--- config.mk ---
export PLATFORM = sky130hd
export DESIGN_NAME = backlight_sequencer
export DESIGN_NICKNAME = d
export VERILOG_FILES = /design/src/verilog/backlight_pkg.sv /design/src/verilog/channel_guard.sv /design/src/verilog/backlight_sequencer.sv
export SDC_FILE = /design/constraint.sdc
export NUM_CORES = 1
export LEC_CHECK = 0
export BUFFER_PORTS_ARGS = -buffer_cell sky130_fd_sc_hd__buf_2
export CORE_UTILIZATION = 61
export CTS_CLUSTER_DIAMETER = 150
export CTS_CLUSTER_SIZE = 16
export DETAILED_ROUTE_END_ITERATION = 16
export PLACE_DENSITY = 0.78
export SYNTH_ARGS = -nofsm -noshare
export SYNTH_HDL_FRONTEND = slang
export SYNTH_SLANG_ARGS = --single-unit
--- constraint.sdc ---
create_clock -name clk -period 2.7 [get_ports clk]
set_input_delay 0.135 -clock clk [delete_from_list [all_inputs] [get_ports clk]]
set_output_delay 0.135 -clock clk [all_outputs]
set_load 0.1 [all_outputs]
--- src/verilog/backlight_pkg.sv ---
// shared constants, register map and state codes for the backlight sequencer
package backlight_pkg;

  // ----------------------------------------------------------------
  // clock and timing
  // ----------------------------------------------------------------
  localparam int CLK_MHZ       = 25;
  localparam int CNT_W         = 24;
  localparam int CH_N          = 6;
  localparam int EN_TO_MS      = 28;
  localparam int EN_TO_CYC     = EN_TO_MS * 1000 * CLK_MHZ;
  localparam int SS_MIN_MS     = 8;
  localparam int OPEN_TO_PWM   = 6;
  localparam int SHORT_TO_PWM  = 6;
  localparam int OPEN_HOT_US   = 800;
  localparam int OPEN_HOT_CYC  = OPEN_HOT_US * CLK_MHZ;
  localparam int SW_PERIOD_DEF = 25;
  localparam int SW_MAX_ON_DEF = 20;

  // ----------------------------------------------------------------
  // soft-start current limit ladder
  // ----------------------------------------------------------------
  localparam int ILIM_STEP_MA  = 275;
  localparam int ILIM_FINAL_MA = 2200;
  localparam int ILIM_STEPS    = ILIM_FINAL_MA / ILIM_STEP_MA;
  localparam int ILIM_W        = 3;
  localparam logic [ILIM_W-1:0] ILIM_LAST = ILIM_W'(ILIM_STEPS - 1);
  localparam int SS_TOTAL_CYC  = SS_MIN_MS * 1000 * CLK_MHZ;
  localparam int SS_STEP_CYC   = (SS_TOTAL_CYC + ILIM_STEPS - 1) / ILIM_STEPS;

  // ----------------------------------------------------------------
  // synchroniser bit positions
  // ----------------------------------------------------------------
  localparam int IX_PWM   = 0;
  localparam int IX_EN    = 1;
  localparam int IX_OVPL  = 2;
  localparam int IX_OVP20 = 3;
  localparam int IX_HOT   = 4;
  localparam int IX_GATE  = 5;
  localparam int IX_NODE  = 6;
  localparam int IX_LOCK  = 7;
  localparam int IX_IOC   = 8;
  localparam int IX_STBL  = 9;
  localparam int IX_ILIM  = 10;
  localparam int IX_CUR   = 11;
  localparam int IX_SHORT = IX_CUR + CH_N;
  localparam int SYNC_W   = IX_SHORT + CH_N;

  // ----------------------------------------------------------------
  // register map
  // ----------------------------------------------------------------
  localparam int AXI_AW = 4;
  localparam logic [AXI_AW-1:0] REG_CTRL = 4'h0;
  localparam logic [AXI_AW-1:0] REG_STAT = 4'h4;
  localparam logic [AXI_AW-1:0] REG_CHAN = 4'h8;
  localparam int CTRL_RUN_BIT   = 0;
  localparam int CTRL_CLR_BIT   = 1;
  localparam logic CTRL_RUN_RST = 1'b1;
  localparam int STAT_ST_LSB    = 0;
  localparam int STAT_ILIM_LSB  = 4;
  localparam int STAT_PROT_BIT  = 8;
  localparam int STAT_IOC_BIT   = 9;
  localparam int STAT_ENOFF_BIT = 10;
  localparam int STAT_ARM_BIT   = 11;
  localparam int CHAN_GOOD_LSB  = 0;
  localparam int CHAN_OPEN_LSB  = 8;
  localparam int CHAN_DIS_LSB   = 16;
  localparam logic [1:0] RESP_OKAY   = 2'h0;
  localparam logic [1:0] RESP_SLVERR = 2'h2;

  typedef enum logic [2:0] {
    ST_OFF       = 3'b000,
    ST_NODE_TEST = 3'b001,
    ST_INRUSH    = 3'b010,
    ST_SOFT      = 3'b011,
    ST_RUN       = 3'b100,
    ST_FAULT     = 3'b101
  } seq_state_t;

endpackage : backlight_pkg

--- src/verilog/channel_guard.sv ---
// per-channel good / open / short classification and disable timing
`timescale 1ns/100ps
module channel_guard
  import backlight_pkg::*;
#(
  parameter logic [CNT_W-1:0] OPEN_PWM = CNT_W'(OPEN_TO_PWM),
  parameter logic [CNT_W-1:0] SHORT_PWM = CNT_W'(SHORT_TO_PWM),
  parameter logic [CNT_W-1:0] OPEN_HOT = CNT_W'(OPEN_HOT_CYC)
) (
  input  wire logic clk,
  input  wire logic srst,
  input  wire logic clr,
  input  wire logic eval,
  input  wire logic pwm_rise,
  input  wire logic current_ok,
  input  wire logic short_hi,
  input  wire logic force_open,
  input  wire logic hot,
  input  wire logic stable,
  output wire logic good,
  output wire logic open,
  output wire logic dis
);

  typedef struct packed {
    logic             good;
    logic             open;
    logic             dis;
    logic [CNT_W-1:0] cnt;
    logic [CNT_W-1:0] scnt;
  } guard_t;

  guard_t q;
  guard_t n;
  logic   expired;

  always_comb begin
    n = q;
    expired = 1'b0;
    if (clr) begin
      n = '0;
    end else if (!q.dis) begin
      if (eval && current_ok) begin
        n.good = 1'b1;
        n.open = 1'b0;
      end
      if (eval && !current_ok && q.good && !q.open) begin
        n.good = 1'b0;
        n.open = 1'b1;
        n.cnt  = '0;
      end
      if (force_open && !q.good && !q.open) begin
        n.open = 1'b1;
        n.cnt  = '0;
      end
      if (q.open) begin
        if (hot || pwm_rise) begin
          n.cnt = q.cnt + 1'b1;
        end
        expired = hot ? (q.cnt >= OPEN_HOT - 1'b1) : (q.cnt >= OPEN_PWM);
      end
      if (eval && short_hi) begin
        if (pwm_rise) begin
          n.scnt = q.scnt + 1'b1;
        end
      end else if (eval) begin
        n.scnt = '0;
      end
      if (stable && (expired || q.scnt >= SHORT_PWM)) begin
        n.dis = 1'b1;
      end
    end
  end

  always_ff @(posedge clk) begin
    if (srst) begin
      q <= '0;
    end else begin
      q <= n;
    end
  end

  assign good = q.good;
  assign open = q.open;
  assign dis  = q.dis;

endmodule : channel_guard

--- src/verilog/backlight_sequencer.sv ---
// backlight start-up, protection and channel control with an axi4-lite slave
`timescale 1ns/100ps
// Operation
// - channels follow incoming dimming pwm unchanged
// - sink gate pull-down current at start-up
// - boost switching only after switch fully on
// - end on-time when current limit exceeded
// - limit starts lowest, seven equal steps up
// - stepping at least minimum time, stretched
// - no channel disable while operation unstable
// - input overcurrent shuts all channels down
// - disable channel held above short threshold
// - channel good once current reaches target
// - good channel losing current becomes open
// - overvoltage or hot marks non-good open
// - open starts timeout, shorter when hot
// - zener-bypassed string stays unless overvoltage or hot
// - low input stops switching, resets state
// - test current, need switch node threshold
// - overvoltage sense rise then fall trips switch
// - enable inactive past timeout enters shutdown
// - normal open timeout is six pwm cycles
// - hot open timeout has fixed duration
module backlight_sequencer
  import backlight_pkg::*;
#(
  parameter logic [CNT_W-1:0] EN_TO     = CNT_W'(EN_TO_CYC),
  parameter logic [CNT_W-1:0] SS_STEP   = CNT_W'(SS_STEP_CYC),
  parameter logic [CNT_W-1:0] OPEN_HOT  = CNT_W'(OPEN_HOT_CYC),
  parameter logic [7:0]       SW_PERIOD = 8'(SW_PERIOD_DEF),
  parameter logic [7:0]       SW_MAX_ON = 8'(SW_MAX_ON_DEF)
) (
  input  wire logic              clk,
  input  wire logic              srst,
  input  wire logic              pwm_in,
  input  wire logic              en_in,
  input  wire logic              ovp_limit,
  input  wire logic              ovp_above_frac,
  input  wire logic              temp_low_hot,
  input  wire logic              gate_full_on,
  input  wire logic              switch_node_ok,
  input  wire logic              low_input_lockout,
  input  wire logic              input_overcurrent,
  input  wire logic              leds_stable,
  input  wire logic              sw_over_limit,
  input  wire logic [CH_N-1:0]   ch_current_ok,
  input  wire logic [CH_N-1:0]   ch_short_hi,
  output wire logic [CH_N-1:0]   led_channel_sinks,
  output wire logic              gate_sink_en,
  output wire logic              node_test_en,
  output wire logic              boost_gate,
  output wire logic [ILIM_W-1:0] ilim_code,
  output wire logic              protect_switch_off,
  input  wire logic [AXI_AW-1:0] s_axi_awaddr,
  input  wire logic              s_axi_awvalid,
  output wire logic              s_axi_awready,
  input  wire logic [31:0]       s_axi_wdata,
  input  wire logic [3:0]        s_axi_wstrb,
  input  wire logic              s_axi_wvalid,
  output wire logic              s_axi_wready,
  output wire logic [1:0]        s_axi_bresp,
  output wire logic              s_axi_bvalid,
  input  wire logic              s_axi_bready,
  input  wire logic [AXI_AW-1:0] s_axi_araddr,
  input  wire logic              s_axi_arvalid,
  output wire logic              s_axi_arready,
  output wire logic [31:0]       s_axi_rdata,
  output wire logic [1:0]        s_axi_rresp,
  output wire logic              s_axi_rvalid,
  input  wire logic              s_axi_rready
);

  typedef struct packed {
    logic [SYNC_W-1:0] s1;
    logic [SYNC_W-1:0] s2;
    logic              pwm_d;
    seq_state_t        st;
    logic [CNT_W-1:0]  tmr;
    logic [ILIM_W-1:0] ilim;
    logic              pwm_seen;
    logic [CNT_W-1:0]  en_cnt;
    logic              en_off;
    logic [7:0]        sw_cnt;
    logic              gate;
    logic              ovp_arm;
    logic              prot_off;
    logic              ioc_fault;
    logic              sw_off;
    logic [CH_N-1:0]   ch_en;
    logic              sink;
    logic              node_test;
    logic              run_allow;
    logic              clr_req;
    logic              aw_full;
    logic [AXI_AW-1:0] aw_addr;
    logic              w_full;
    logic [31:0]       wdata;
    logic [3:0]        wstrb;
    logic              awready;
    logic              wready;
    logic              bvalid;
    logic [1:0]        bresp;
    logic              arready;
    logic              rvalid;
    logic [31:0]       rdata;
    logic [1:0]        rresp;
  } seq_t;

  seq_t            q;
  seq_t            n;
  logic [CH_N-1:0] good;
  logic [CH_N-1:0] open;
  logic [CH_N-1:0] dis;
  logic            go;
  logic            switching;
  logic            wrap;
  logic            eval;
  logic            pwm_rise;
  logic            stable;
  logic            ch_clr;

  // ----------------------------------------------------------------
  // per-channel guards
  // ----------------------------------------------------------------
  assign pwm_rise = q.s2[IX_PWM] & ~q.pwm_d;
  assign eval     = q.s2[IX_PWM] & (q.st == ST_SOFT || q.st == ST_RUN);
  assign stable   = q.s2[IX_STBL] & (q.st == ST_RUN);
  assign ch_clr   = q.s2[IX_LOCK] | q.clr_req;

  for (genvar i = 0; i < CH_N; i++) begin : g_ch
    channel_guard #(
      .OPEN_PWM  (CNT_W'(OPEN_TO_PWM)),
      .SHORT_PWM (CNT_W'(SHORT_TO_PWM)),
      .OPEN_HOT  (OPEN_HOT)
    ) u_guard (
      .clk        (clk),
      .srst       (srst),
      .clr        (ch_clr),
      .eval       (eval),
      .pwm_rise   (pwm_rise),
      .current_ok (q.s2[IX_CUR + i]),
      .short_hi   (q.s2[IX_SHORT + i]),
      .force_open (q.s2[IX_OVPL] | q.s2[IX_HOT]),
      .hot        (q.s2[IX_HOT]),
      .stable     (stable),
      .good       (good[i]),
      .open       (open[i]),
      .dis        (dis[i])
    );
  end

  // ----------------------------------------------------------------
  // sequencer, protection and bus slave
  // ----------------------------------------------------------------
  always_comb begin
    n = q;
    n.s1 = {ch_short_hi, ch_current_ok, sw_over_limit, leds_stable,
            input_overcurrent, low_input_lockout, switch_node_ok,
            gate_full_on, temp_low_hot, ovp_above_frac, ovp_limit,
            en_in, pwm_in};
    n.s2 = q.s1;
    n.pwm_d = q.s2[IX_PWM];
    n.clr_req = 1'b0;

    if (q.s2[IX_EN]) begin
      n.en_cnt = '0;
      n.en_off = 1'b0;
    end else if (q.en_cnt >= EN_TO - 1'b1) begin
      n.en_off = 1'b1;
    end else begin
      n.en_cnt = q.en_cnt + 1'b1;
    end

    go = q.run_allow & ~q.en_off & ~q.s2[IX_LOCK];
    switching = (q.st == ST_SOFT) || (q.st == ST_RUN);

    case (q.st)
      ST_OFF: begin
        if (go) begin
          n.st = ST_NODE_TEST;
        end
      end
      ST_NODE_TEST: begin
        if (q.s2[IX_NODE]) begin
          n.st = ST_INRUSH;
        end
      end
      ST_INRUSH: begin
        if (q.s2[IX_GATE]) begin
          n.st       = ST_SOFT;
          n.ilim     = '0;
          n.tmr      = '0;
          n.pwm_seen = 1'b0;
        end
      end
      ST_SOFT: begin
        n.tmr      = q.tmr + 1'b1;
        n.pwm_seen = q.pwm_seen | pwm_rise;
        if (q.tmr >= SS_STEP - 1'b1 && q.pwm_seen) begin
          n.tmr      = '0;
          n.pwm_seen = 1'b0;
          if (q.ilim == ILIM_LAST) begin
            n.st = ST_RUN;
          end else begin
            n.ilim = q.ilim + 1'b1;
          end
        end
      end
      ST_RUN: begin
        n.ilim = ILIM_LAST;
      end
      ST_FAULT: begin
        n.st = ST_FAULT;
      end
      default: begin
        n.st = ST_OFF;
      end
    endcase

    if (switching) begin
      if (q.s2[IX_OVP20]) begin
        n.ovp_arm = 1'b1;
      end else if (q.ovp_arm) begin
        n.prot_off = 1'b1;
      end
    end
    if (q.st != ST_OFF && q.s2[IX_IOC]) begin
      n.ioc_fault = 1'b1;
    end
    if (n.prot_off || n.ioc_fault) begin
      n.st = ST_FAULT;
    end
    if (!go) begin
      n.st        = ST_OFF;
      n.ilim      = '0;
      n.tmr       = '0;
      n.ovp_arm   = 1'b0;
      n.prot_off  = 1'b0;
      n.ioc_fault = 1'b0;
    end
    n.sw_off = n.prot_off | n.ioc_fault;

    wrap = (q.sw_cnt >= SW_PERIOD - 1'b1);
    n.sw_cnt = wrap ? '0 : q.sw_cnt + 1'b1;
    n.gate = (n.st == ST_SOFT || n.st == ST_RUN) && !q.s2[IX_ILIM] &&
             (wrap || (q.gate && q.sw_cnt < SW_MAX_ON));

    n.sink = (n.st == ST_INRUSH) || (n.st == ST_SOFT) || (n.st == ST_RUN);
    n.node_test = (n.st == ST_NODE_TEST);
    n.ch_en = ((n.st == ST_SOFT || n.st == ST_RUN) && q.s2[IX_PWM] &&
               !q.s2[IX_IOC]) ? ~dis : '0;

    // write channel: address and data in either order
    if (s_axi_awvalid && q.awready) begin
      n.aw_full = 1'b1;
      n.aw_addr = s_axi_awaddr;
    end
    if (s_axi_wvalid && q.wready) begin
      n.w_full = 1'b1;
      n.wdata  = s_axi_wdata;
      n.wstrb  = s_axi_wstrb;
    end
    if (q.bvalid && s_axi_bready) begin
      n.bvalid = 1'b0;
    end
    if (q.aw_full && q.w_full && !q.bvalid) begin
      n.aw_full = 1'b0;
      n.w_full  = 1'b0;
      n.bvalid  = 1'b1;
      n.bresp   = RESP_OKAY;
      case (q.aw_addr[AXI_AW-1:2])
        REG_CTRL[AXI_AW-1:2]: begin
          if (q.wstrb[0]) begin
            n.run_allow = q.wdata[CTRL_RUN_BIT];
            n.clr_req   = q.wdata[CTRL_CLR_BIT];
          end
        end
        REG_STAT[AXI_AW-1:2], REG_CHAN[AXI_AW-1:2]: begin
          n.bresp = RESP_OKAY;
        end
        default: begin
          n.bresp = RESP_SLVERR;
        end
      endcase
    end
    n.awready = ~n.aw_full & ~n.bvalid;
    n.wready  = ~n.w_full & ~n.bvalid;

    // read channel
    if (q.rvalid && s_axi_rready) begin
      n.rvalid = 1'b0;
    end
    if (s_axi_arvalid && q.arready) begin
      n.rvalid = 1'b1;
      n.rdata  = 32'h0000_0000;
      n.rresp  = RESP_OKAY;
      case (s_axi_araddr[AXI_AW-1:2])
        REG_CTRL[AXI_AW-1:2]: begin
          n.rdata[CTRL_RUN_BIT] = q.run_allow;
        end
        REG_STAT[AXI_AW-1:2]: begin
          n.rdata[STAT_ST_LSB +: 3]       = q.st;
          n.rdata[STAT_ILIM_LSB +: ILIM_W] = q.ilim;
          n.rdata[STAT_PROT_BIT]          = q.prot_off;
          n.rdata[STAT_IOC_BIT]           = q.ioc_fault;
          n.rdata[STAT_ENOFF_BIT]         = q.en_off;
          n.rdata[STAT_ARM_BIT]           = q.ovp_arm;
        end
        REG_CHAN[AXI_AW-1:2]: begin
          n.rdata[CHAN_GOOD_LSB +: CH_N] = good;
          n.rdata[CHAN_OPEN_LSB +: CH_N] = open;
          n.rdata[CHAN_DIS_LSB +: CH_N]  = dis;
        end
        default: begin
          n.rresp = RESP_SLVERR;
        end
      endcase
    end
    n.arready = ~n.rvalid;
  end

  // en_off starts set so the device stays off until enable is seen high
  always_ff @(posedge clk) begin
    if (srst) begin
      q           <= '0;
      q.run_allow <= CTRL_RUN_RST;
      q.en_off    <= 1'b1;
    end else begin
      q <= n;
    end
  end

  // ----------------------------------------------------------------
  // outputs
  // ----------------------------------------------------------------
  assign led_channel_sinks  = q.ch_en;
  assign gate_sink_en       = q.sink;
  assign node_test_en       = q.node_test;
  assign boost_gate         = q.gate;
  assign ilim_code          = q.ilim;
  assign protect_switch_off = q.sw_off;
  assign s_axi_awready      = q.awready;
  assign s_axi_wready       = q.wready;
  assign s_axi_bresp        = q.bresp;
  assign s_axi_bvalid       = q.bvalid;
  assign s_axi_arready      = q.arready;
  assign s_axi_rdata        = q.rdata;
  assign s_axi_rresp        = q.rresp;
  assign s_axi_rvalid       = q.rvalid;

endmodule : backlight_sequencer

# --- Word-level counts from Yosys, hierarchy flattened ---
# Cells that the tools add are included.
op_classes:
  n_reduce_logical: 151
  muxes: 127
  add_sub_neg: 16
  bitwise: 30
  n_lt_le_gt_ge: 22
  multipliers: 0
  n_eq_ne: 23
  div: 0
  n_shift: 0
ops:
  columns: ["cell", "count"]
  rows:
  - ["2-to-1 mux 24 bit", 37]
  - ["adder 24 x 1 -> 24 bit, second input constant", 14]
  - ["2-to-1 mux 49 bit", 6]
  - [">= comparator 24 x 3 -> 1 bit, second input constant", 12]
  - [">= comparator 24 x 15 -> 1 bit, second input constant", 7]
  - ["logical AND 1 bit", 62]
  - ["2-to-1 mux 31 bit", 2]
  - ["2-to-1 mux 1 bit", 48]
  - ["case mux 24 bit (2 select lines)", 1]
  - ["2-to-1 mux 37 bit", 1]
  - ["2-to-1 mux 35 bit", 1]
  - ["2-to-1 mux 2 bit", 16]
  - ["2-to-1 mux 30 bit", 1]
  - ["AND reduction 2 bit", 14]
  - ["nonzero test 2 bit", 14]
  - [">= comparator 24 x 20 -> 1 bit, second input constant", 1]
  - ["nonzero test 3 bit", 8]
  - ["logical NOT 1 bit", 21]
  - ["AND reduction 3 bit", 7]
  - ["NOT 1 bit", 18]
  - ["case mux 3 bit (6 select lines)", 1]
  - ["2-to-1 mux 3 bit", 5]
  - ["inequality test 2 x 1 -> 1 bit, second input constant", 7]
  - ["logical OR 1 bit", 13]
  - ["26 further kinds", 52]
word_totals:
  word_cells: 432
  ff_bits: 502
  n_memories: 0
  latchBits: 0
  rom_bits: 0
  ramBits: 0
  input_bits: 74
  output_inout_bits: 54

# --- Logic depth before layout (Yosys ltp) ---
# Gate-level depths: netlist (run 1).
logic_depth:
  depth_word: 13
  mapped_depth: 10
  depth_no_buf: 8

# --- Cells and area by module ---
# A second synthesis (run 1) with hierarchy kept.
unflattened:
  cells_unflattened: 2778
  hier_area_um2: 23221.0
modules_own_cells:
  columns: ["mod", "seq_area_each_um2", "instances", "area_per_inst_um2", "cells_each"]
  rows:
  - ["channel_guard (g_ch[0].u_guard ...)", 1021.0, 5, 2810.2, 346]
  - ["backlight_sequencer", 3183.1, 1, 6533.8, 725]
  - ["channel_guard (g_ch[4].u_guard)", 1021.0, 1, 2636.3, 323]

# --- Least setup slack after synthesis (run 1) ---
# OpenSTA, ideal clock, no wires.
synth_path:
  path_type: "reg2reg"
  from: "reg q[135] (netlist bit)"
  to: "reg q[156] (netlist bit)"
  setup_slack_ns: 0.623
  required_ns: 2.626
  path_buffers: 1
  stages_incl_launch_ff: 9
  setup_ns: 0.074
  synth_period_minus_slack_ns: 2.077
  arrival_time_ns: 2.003
  cell_sequence: "dfxtp_1 -> ha_1 -> a211oi_1 -> o211ai_1 -> a221o_1 -> or2_1 -> clkbuf_1 -> or3_1 -> o21ai_0"
synth_via:
  elab_chain_len: 4
  word_cells_on_any_way: 5
  classes_between: "add/sub: 1; order compare: 1; mux: 2; reduce/logical: 1"
synth_rtl:
  columns: ["element", "line", "source"]
  rows:
  - ["start: declaration", "backlight_sequencer.sv:109", "seq_t q;"]
  - ["start signal: assignment", "backlight_sequencer.sv:329", "q <= n;"]
  - [">= comparator 24 x 15 -> 1 bit", "backlight_sequencer.sv:199", "if (q.tmr >= SS_STEP - 1'b1 && q.pwm_seen) begin"]
  - ["logical AND 1 bit", "backlight_sequencer.sv:199", null]
  - ["2-to-1 mux 31 bit *", "backlight_sequencer.sv:199", null]
  - ["case mux 24 bit (2 select lines) *", "backlight_sequencer.sv:177", "case (q.st)"]
# Mark *: on every way between the ends. The rest lies on a longest branch, timed or not. The select of a mux whose other input is x is not followed.
# A chain may end at the register's enable or synchronous reset.

# --- Worst setup path after layout (run 1) ---
layout_path:
  from: "reg q[159] (netlist bit)"
  to: "reg g_ch[2].u_guard.q[12] (netlist bit)"
layout_via:
  elab_chain_len: 6
  word_cells_on_any_way: 9
  classes_between: "eq/ne: 3; mux: 1; bitwise: 1; reduce/logical: 4"
layout_rtl:
  columns: ["element", "line", "source"]
  rows:
  - ["== test 3 x 2 -> 1 bit or == test 3 bit (tied branches)", "backlight_sequencer.sv:126", "assign eval = q.s2[IX_PWM] & (q.st == ST_SOFT || q.st == ST_RUN);"]
  - ["logical OR 1 bit *", "backlight_sequencer.sv:126", null]
  - ["bitwise AND 1 bit *", "backlight_sequencer.sv:126", null]
  - ["logical AND 1 bit", "channel_guard.sv:62", "if (eval && short_hi) begin"]
  - ["inequality test 2 x 1 -> 1 bit (no source line) or nonzero test 2 bit (tied branches)", null, null]
  - ["AND reduction 3 bit (no source line)", null, null]
  - ["end signal: assignment", "channel_guard.sv:79", "q <= n;"]
  - ["end: declaration", "channel_guard.sv:33", "guard_t q;"]
# Mark *: on every way between the ends. The rest lies on a longest branch, timed or not.

==> results.txt, run 1 <==
Post-DP HPWL: 37300 um
Clk pin slew, worst setup/hold paths: 0.07 ns
Hold Path Class: in2reg
Syn Std Cell Area: 22600 um2
EDFF count, synth: 0
Die ar.: 37900 um2
Dominant cells by area after synthesis: dfxtp_1 (41%), nor2_1 (6.4%), a21oi_1 (4.8%)
Max rail drop VDD: 0.000767 V
Crit-path cells: buf_4, nand3b_1, a211oi_2, and3_1, and4_1, xnor2_1, nor2_1
Area Growth Syn to Fin: 8.83%
Post-synthesis adder-cell area fraction: 1.88%
Synth async-reset ratio: 0%
Mux share of post-synthesis cell area: 0.890%
Slew margin rel.: 24.1%
Placed cell areas: 23200 um2
Via count: 20811
Largest net degree at the start of global routing: 69
Largest family of logic cells by synthesized area: simple AND/OR/NAND/NOR gates
FF+latch count, synth: 465
GRT overflow: 0
CTS Sinks: 465
TritonCTS Buffers: 35
GRT Total Usage: 29.2%
Critical path buffer and inverter count: 1
First-pass iteration count of the detailed router: 7
Cell variety after synth: 83
FF-to-FF setup slack: 0.15 ns
Seq/Total Area, Yosys: 41.1%
Startpoint Class: flip-flop
Final setup viols: 0
Syn. warnings: 0
Placed instance count: 3240
Tmin final: 2.55 ns
Top-count cell post-synth: dfxtp_1
CP top delay family: simple AND/OR/NAND/NOR gates
Max Transition Viols Final: 0
IO Pins: 128
Final clock skew: 0.0254 ns
Slew @ Worst Pin: 1.13 ns
Share of cells above drive strength 1: 7.81%
I/O Buffers: 75
Drt total wl: 56800 um
Post-CTS Setup Inserts: 0
PwrDens: 510 nW/um2
Finished Cell Area: 24600 um2
Critical path fanouts, max: 14
RSZ-0062 raised after global routing: no
Post-synthesis cell count: 2819
Critical Path AT: 2.99 ns
Initial Utilization: 61.9%
Clk buf depth: 3
Max-Cap Viols: 0
Post-Synth XOR/XNOR Area: 5.38%
Synth Area in Compound Gates: 16.2%
Drt wl/cell: 17.1 um
FILL cells: 2914
Critical path required time: 3.13 ns
Antenna violations before repair: 0
Fin. Hold Viols: 0
Clock latency on the worst-skew pair: 0.55 ns
Post-synth top area cell: dfxtp_1
Core box area: 36500 um2
DR vias/cell: 6.26
Synth Area in Simple Gates: 29.4%
Nets: 2960
Final antenna-violating net count: 0
Fmax: 0.392 GHz
Setup TNS: 0 ns
Routability congestion estimate: 0.964
Row cnt: 70
Outcome: finished clean
Max incr delay on CP: 0.53 ns
H-tree levels: 2
Die X: 195 um
Synth top cells by count: dfxtp_1 (465), nor2_1 (384), a21oi_1 (217)
Crit end category: flip-flop
Non-filler cells in the finished layout: 3323
Crit-path slowest cell: a211oi_2
Leak: 8.39 nW
Critical path class: reg2reg
Drt initial violations: 2001
Mean Syn Cell Area: 8.03 um2
First-pass GRT wire length: 93400 um
Hold slack: 0.0879 ns
Diode count: 0
Number of remaining DRC errors: 0
CTS tree: yes
Share of the synthesized area in the top cell type: 41.1%
Final period utilization: 94.5%
Vias in the first global route: 19530
DIE HEIGHT: 195 um
Main flop type after synthesis: dfxtp_1
Root buffer cell: clkbuf_16
## layout by cell type, fill, tap and decap left out, types with 18 or more instances in the layout
cell type	n
mux2i_1	19
ha_1	34
nor2b_1	59
and2_1	24
dfxtp_1	465
nand3_1	158
nor4_1	86
nor2_1	384
buf_2	74
nand4_1	87
buf_4	60
dlygate4sd3_1	43
a22oi_1	29
xor2_1	89
and3_1	52
or3_1	48
xnor2_1	50
clkbuf_16	36
inv_1	58
or4_1	22
nand2_1	183
and4_1	22
a31oi_1	46
conb_1	18
a21oi_1	217
nor3_1	83
o21ai_0	178
## logic make-up (layout without fill, tap and decap cells)
kind of cell	count (synthesis)	count (layout)
flip-flops	465	465
AND/OR/NAND/NOR	1294	1294
adder cells (fa/ha/maj)	34	34
buffers and inverters	257	276
XOR/XNOR	139	139
multiplexers	20	20
AO/OA/AOI/OAI	609	609
other	1	18
## power breakdown
part	internal, mW	switching (mW)	leakage (nW)
clock network	2.40	2.43	0.464
logic	0.218	0.522	4.17
registers	6.92	0.0648	3.76
total	9.54	3.02	8.39
## final timing paths
path                   startpoint                    end  cells past startpoint
hold reg to reg            q[173]             boost_gate                      1
setup reg to reg           q[159]  g_ch[2].u_guard.q[12]                      7
setup / recovery           q[159]  g_ch[2].u_guard.q[12]                      7
hold / removal    s_axi_araddr[3]         s_axi_rresp[1]                      4
## tightest hold or removal path, cell delays in order
cell	delay (ns)
buf_2	0.13
ha_1	0.20
nand2_1	0.07
a21oi_1	0.06
## registers in the layout, indices dropped and copies added (netlist names), 3 cells and up
name / flops
g_ch.u_guard.dis: 6
g_ch.u_guard.open: 6
g_ch.u_guard.good: 6
led_channel_sinks: 6
ilim_code: 3
q: 96
s_axi_rdata: 19
n: 24
g_ch.u_guard.q: 288
## per-stage QoR
stage / total power, mW / utilization (%) / setup WS (ns)
floorplan: 7.63 / - / 0.623
detailed placement: 7.80 / 63.6 / 0.191
global route: 12.9 / 67.4 / 0.00981
finish: 12.6 / 67.4 / 0.148
CTS: 12.6 / 67.4 / 0.192
global placement: 7.78 / 63.6 / 0.282
## per-layer routing
metal,GRT usage [%],part of all wire (%)
met5,0,0
met3,4.15,6.8
met2,48.8,47
met1,37.9,43
met4,11.6,3.5
## area by class of cell
cell class                      instances  area [um2]  area share [%]
Tap cell                              468         586            2.38
Multi-Input combinational cell       2114       12300            49.9
Inverter                               58         218           0.884
Clock inverter                          3        41.3           0.168
Sequential cell                       465        9310            37.8
Clock buffer                           37         905            3.67
Timing Repair Buffer                  178        1270            5.16
## repair_timing
item                                    4_1_cts  5_1_grt
endpoints found under the hold margin        37        0
endpoints found under the setup margin        0        2
hold buffers                                 43        0
gates resized for setup                       0        2
(Power assumes the default switching activity.)
==> run 2, diff against run 1 <==
- CORE_UTILIZATION: 61 -> 56
- PLACE_DENSITY: 0.78 -> 0.75
- SETUP_SLACK_MARGIN: unset -> 0.05
- clock period: 2.7 -> 2.09 ns (I/O delays scaled with it)
==> run 2 against run 1 <==
Clock skew is 0.0084 ns lower. Sequential share of layout area fell by 3.5 points. Clock power up 30%. Register-to-register slack worse by 0.15 ns. First-iteration DRC count is 15% lower. Sequential power increased by 29%. Design area increased by 11%. Worst hold slack got worse by 0.0098 ns. Die area increased by 8.8%. Via count up 5.1%. Critical path depth is the same. Critical endpoint is now q[153]. Largest power group unchanged.
==> results.txt, run 2 (synthesis results as in run 1) <==
Logic pwr share: 6.9%
Multi-input logic area: 13000 um2
WHS Path Cells: 4
Setup TNS: 0 ns
Max rail drop VDD: 0.000915 V
IO Pins: 128
Worst path depth: 7
Critical path buffer and inverter count: 1
Number of remaining DRC errors: 0
Hold_sp: s_axi_araddr[2]
Nets: 3169
Tmin final: 2.09 ns
Area Growth Syn to Fin: 20.7%
Crit-path slowest cell: a221o_1
Clock latency on the worst-skew pair: 0.57 ns
Final setup viols: 0
Sequential cell area: 9360 um2
FILL cells: 3142
GRT Total Usage: 29.0%
CTS Sinks: 465
Hold Path Class: in2reg
Hold slack: 0.0781 ns
GR Util met3: 3.47%
Most used routing layer: met2
Final period utilization: 100%
Die X: 203 um
Critical path fanouts, max: 6
Max Transition Viols Final: 0
Antenna violations before repair: 0
Fin util: 68.6%
Max-Cap Viols: 0
Power share of the clock group: 38.2%
Most flop-heavy register: g_ch.u_guard.q
Share of cells above drive strength 1: 18.8%
Sequential share of power: 54.9%
Crit-path cells: nor4_4, nand4b_1, a221o_1, or2_4, buf_6, o21a_1, mux2i_1
GRT met1 Usage: 36.9%
NetSw: 4.03 mW
Most common cell after layout, fill and taps aside: dfxtp_1
R2r endpoint: q[153]
Drt initial violations: 1692
Leak: 9.80 nW
Routability congestion estimate: 0.919
Max incr delay on CP: 0.40 ns
I/O Buffers: 75
Initial Utilization: 56.8%
Fmax: 0.479 GHz
Clk pin slew, worst setup/hold paths: 0.07 ns
R2R Path Start: q[156]
Root buffer cell: clkbuf_16
DR vias/cell: 6.09
M2 GR Usage: 50.6%
Int Power: 12.4 mW
Outcome: finished clean
Via count: 21865
Drt wl/cell: 17.4 um
TritonCTS Buffers: 35
GRT overflow: 0
First-pass GRT wire length: 100000 um
Slew margin rel.: 54.4%
Core box area: 39800 um2
Final antenna-violating net count: 0
Critical path required time: 2.59 ns
Startpoint Class: flip-flop
Row cnt: 73
First-pass iteration count of the detailed router: 6
Post-DP HPWL: 41000 um
DIE HEIGHT: 203 um
Final clock skew: 0.0169 ns
PwrDens: 600 nW/um2
WHS Endpoint: s_axi_rresp[1]
Sw Share: 24.6%
Drt total wl: 62400 um
Diode count: 0
Crit end category: flip-flop
Max FFs per register: 288
Clk buf depth: 3
Fin. Hold Viols: 0
R2R cell count: 7
Vias in the first global route: 20760
Commonest cells after routing, fill and taps aside: dfxtp_1 (430), nor2_1 (373), buf_4 (233), a21oi_1 (205), nand2_1 (181)
Critical path class: reg2reg
Slew @ Worst Pin: 0.682 ns
Die ar.: 41200 um2
H-tree levels: 2
CP top delay family: simple AND/OR/NAND/NOR gates
FF-to-FF setup slack: 0.0003 ns
Critical Path AT: 2.59 ns
RSZ-0062 raised after global routing: yes
CTS tree: yes
Largest net degree at the start of global routing: 69
==> run 2: changes by cell type in the layout (fill, tap and decap cells not counted), sizes merged <==
cell	delta
buf	+205
clkbuf	+2
clkinv	-1
dlygate4sd3	+1
inv	+2
==> run 2: power by group through the flow <==
stage | Clock, mW | Sequential, mW | Combinational (mW)
detailed placement | 0 | 9.20 | 0.978
CTS | 6.33 | 9.00 | 1.05
finish | 6.26 | 9.00 | 1.12
global placement | 0 | 9.20 | 0.960
global route | 6.64 | 9.01 | 1.20
floorplan | 0 | 9.23 | 0.628
==> run 2: layout make-up <==
class / count / share of cell area, %
sequential: 465 / 34.3
inverter: 58 / 0.797
clock inverter: 4 / 0.156
timing repair buffer: 387 / 11.4
clock buffer: 36 / 3.22
multi-input combinational: 2114 / 47.7
tap: 525 / 2.41
==> run 2: metrics by stage <==
stage	total power, mW	std cells	cell area, um2	worst slack (ns)
2_1_floorplan	9.86	2836	22700	0.0532
3_3_place_gp	10.2	3479	24800	-0.0777
3_5_place_dp	10.2	3479	24800	-0.116
4_1_cts	16.4	3566	26300	0.0214
5_1_grt	16.8	3589	27300	-0.140
6_report	16.4	3589	27300	0.000270
==> run 2: routing by layer <==
layer | vias up | share of wire [%]
met2 | 713 | 49
met5 | - | 0
met4 | 0 | 2.3
met3 | 100 | 5.6
met1 | 10505 | 43
li1 | 10547 | -
==> run 2: worst min-delay path: stages <==
cell and delay, ns:
buf_2 0.12, ha_1 0.21, nand2_1 0.07, a21oi_1 0.08
==> run 2: what timing repair did <==
| action | in CTS | in global routing |
|---|---|---|
| buffers inserted | 3 | 21 |
| setup endpoints to repair | 168 | 164 |
| cloned | 0 | 5 |
| gates resized for setup | 37 | 186 |
| hold endpoints to repair | 43 | 0 |
| pin swaps | 8 | 70 |
| hold buffers | 44 | 0 |
==> run 2: worst max-delay path by stage <==
stage / end / slack [ns] / from
after floorplan: g_ch[3].u_guard.q[28] / 0.05 / q[159]
after global placement: g_ch[5].u_guard.q[18] / -0.08 / q[160]
after detailed placement: led_channel_sinks[3] / -0.12 / q[161]
after CTS: led_channel_sinks[4] / 0.02 / q[160]
after global routing: q[153] / -0.14 / q[156]
final: q[153] / 0.0003 / q[156]
==> run 3, diff against run 2 <==
- CORE_ASPECT_RATIO: unset -> 0.5
==> run 3 against run 2 <==
The run now ends with setup timing left. Register-to-register slack worse by 0.02 ns. Design area shrank 0.27%. Total power is 0.16% higher. Clock skew up 0.0018 ns. Combinational power hardly changed. Sequential share of layout area about the same.
==> results.txt, run 3 (synthesis results as in run 1) <==
Initial Utilization: 57.5%
Final antenna-violating net count: 0
TritonCTS Buffers: 35
Fmax: 0.474 GHz
Leak: 9.80 nW
Final period utilization: 101%
Most common cell after layout, fill and taps aside: dfxtp_1
H-tree levels: 2
Final clock skew: 0.0187 ns
Area Growth Syn to Fin: 20.4%
CTS Sinks: 465
Clock latency on the worst-skew pair: 0.56 ns
Die ar.: 41300 um2
Max FFs per register: 288
First-pass iteration count of the detailed router: 5
Crit-path slowest cell: or3_4
RSZ-0062 raised after global routing: yes
Outcome: finished, violations left
Failing checks: setup timing
Drt total wl: 60400 um
DIE HEIGHT: 144 um
Critical path fanouts, max: 11
Drt wl/cell: 16.8 um
Most flop-heavy register: g_ch.u_guard.q
Largest net degree at the start of global routing: 45
GRT overflow: 0
CTS tree: yes
I/O Buffers: 75
Commonest cells after routing, fill and taps aside: dfxtp_1 (450), nor2_1 (376), buf_4 (236), a21oi_1 (205), nand2_1 (177)
Multi-input logic area: 13100 um2
Hold Path Class: in2reg
Sequential cell area: 9330 um2
Post-DP HPWL: 40400 um
Fin worst setup slack: -0.0190 ns
Row cnt: 51
First-pass GRT wire length: 94300 um
M2 GR Usage: 45.0%
Critical path required time: 2.58 ns
Max incr delay on CP: 0.38 ns
Clk buf depth: 3
Drt initial violations: 1670
GRT Total Usage: 27.5%
Clk pin slew, worst setup/hold paths: 0.07 ns
Tmin final: 2.11 ns
GRT met1 Usage: 37.9%
Final setup viols: 2
Share of cells above drive strength 1: 18.4%
Via count: 21653
Post-Place Worst Slack: -0.217 ns
Max-Cap Viols: 0
GR Util met3: 3.79%
Hold slack: 0.103 ns
Crit-path cells: buf_4, nand3b_1, buf_6, a221o_1, or2_4, or3_4, o21ai_2
FILL cells: 3097
Slew @ Worst Pin: 0.776 ns
Die X: 286 um
IO Pins: 128
Nets: 3165
Max Transition Viols Final: 0
Root buffer cell: clkbuf_16
Most used routing layer: met2
Core box area: 39400 um2
Number of remaining DRC errors: 0
Crit end category: flip-flop
Max rail drop VDD: 0.000792 V
PwrDens: 602 nW/um2
Critical Path AT: 2.60 ns
DR vias/cell: 6.03
Routability congestion estimate: 0.937
Fin. Hold Viols: 0
Critical path class: reg2reg
Vias in the first global route: 19188
Startpoint Class: flip-flop
Antenna violations before repair: 1
Slew margin rel.: 48.2%
[run 3: cell types whose count changed in the layout (fill, tap and decap cells not counted), sizes merged]
cell	delta
dlygate4sd3	-1
or2	+1
buf	-1
clkbuf	-3
diode	+1
clkinv	+2
inv	-2
[run 3: worst max-delay path, delay by kind of cell, from the launching register on]
kind | cells | cell delay [ns]
AOI/OAI and AO/OA | 2 | 0.38
buffers and inverters | 2 | 0.36
DFF | 1 | 0.34
and+or+nand+nor | 3 | 0.96
[run 3: worst paths after layout]
kind	end	depth (start not counted)	startpoint	slack, ns
setup / recovery	q[154]	7	q[161]	-0.02
hold / removal	s_axi_rdata[0]	5	s_axi_araddr[3]	0.10
setup reg to reg	q[154]	7	q[161]	-0.02
hold reg to reg	boost_gate	1	q[173]	0.44
[run 3: area by class of cell]
| type | count | share of cell area (%) |
|---|---|---|
| Timing Repair Buffer | 382 | 11.0 |
| Inverter | 58 | 0.799 |
| Sequential cell | 465 | 34.3 |
| Clock inverter | 4 | 0.253 |
| Clock buffer | 36 | 3.23 |
| Tap cell | 530 | 2.43 |
| Antenna cell | 1 | 0.00919 |
| Multi-Input combinational cell | 2115 | 48.0 |
[run 3: routing by layer]
layer | up-vias | share of wire [%] | wire length, um
met5 | - | 0 | 0
met1 | 10319 | 45 | 27400
met4 | 0 | 2.4 | 1440
met3 | 97 | 6.7 | 4030
met2 | 675 | 46 | 27500
li1 | 10562 | - | -
[run 3: per-stage QoR]
step	utilization (%)	setup TNS (ns)	total power [mW]	std cells	instance area, um2
global placement	62.8	-1.15	10.2	3479	24700
floorplan	-	0	9.86	2836	22700
finish	69.2	-0.0199	16.4	3591	27200
detailed placement	62.8	-2.02	10.2	3479	24700
CTS	66.7	-0.00949	16.4	3565	26300
global route	69.2	-1.16	16.9	3591	27200
[run 3: timing repair]
item / in CTS / in global routing
hold buffers: 43 / 0
hold endpoints to repair: 47 / 0
setup buffers: 2 / 22
setup endpoints to repair: 105 / 170
gates resized for setup: 33 / 175
pin swaps: 8 / 66
gates cloned: 1 / 3
[run 3: report_power, final]
part / switching [mW] / internal (mW)
logic: 0.741 / 0.380
clock network: 3.23 / 3.06
registers: 0.0657 / 8.93
total: 4.04 / 12.4
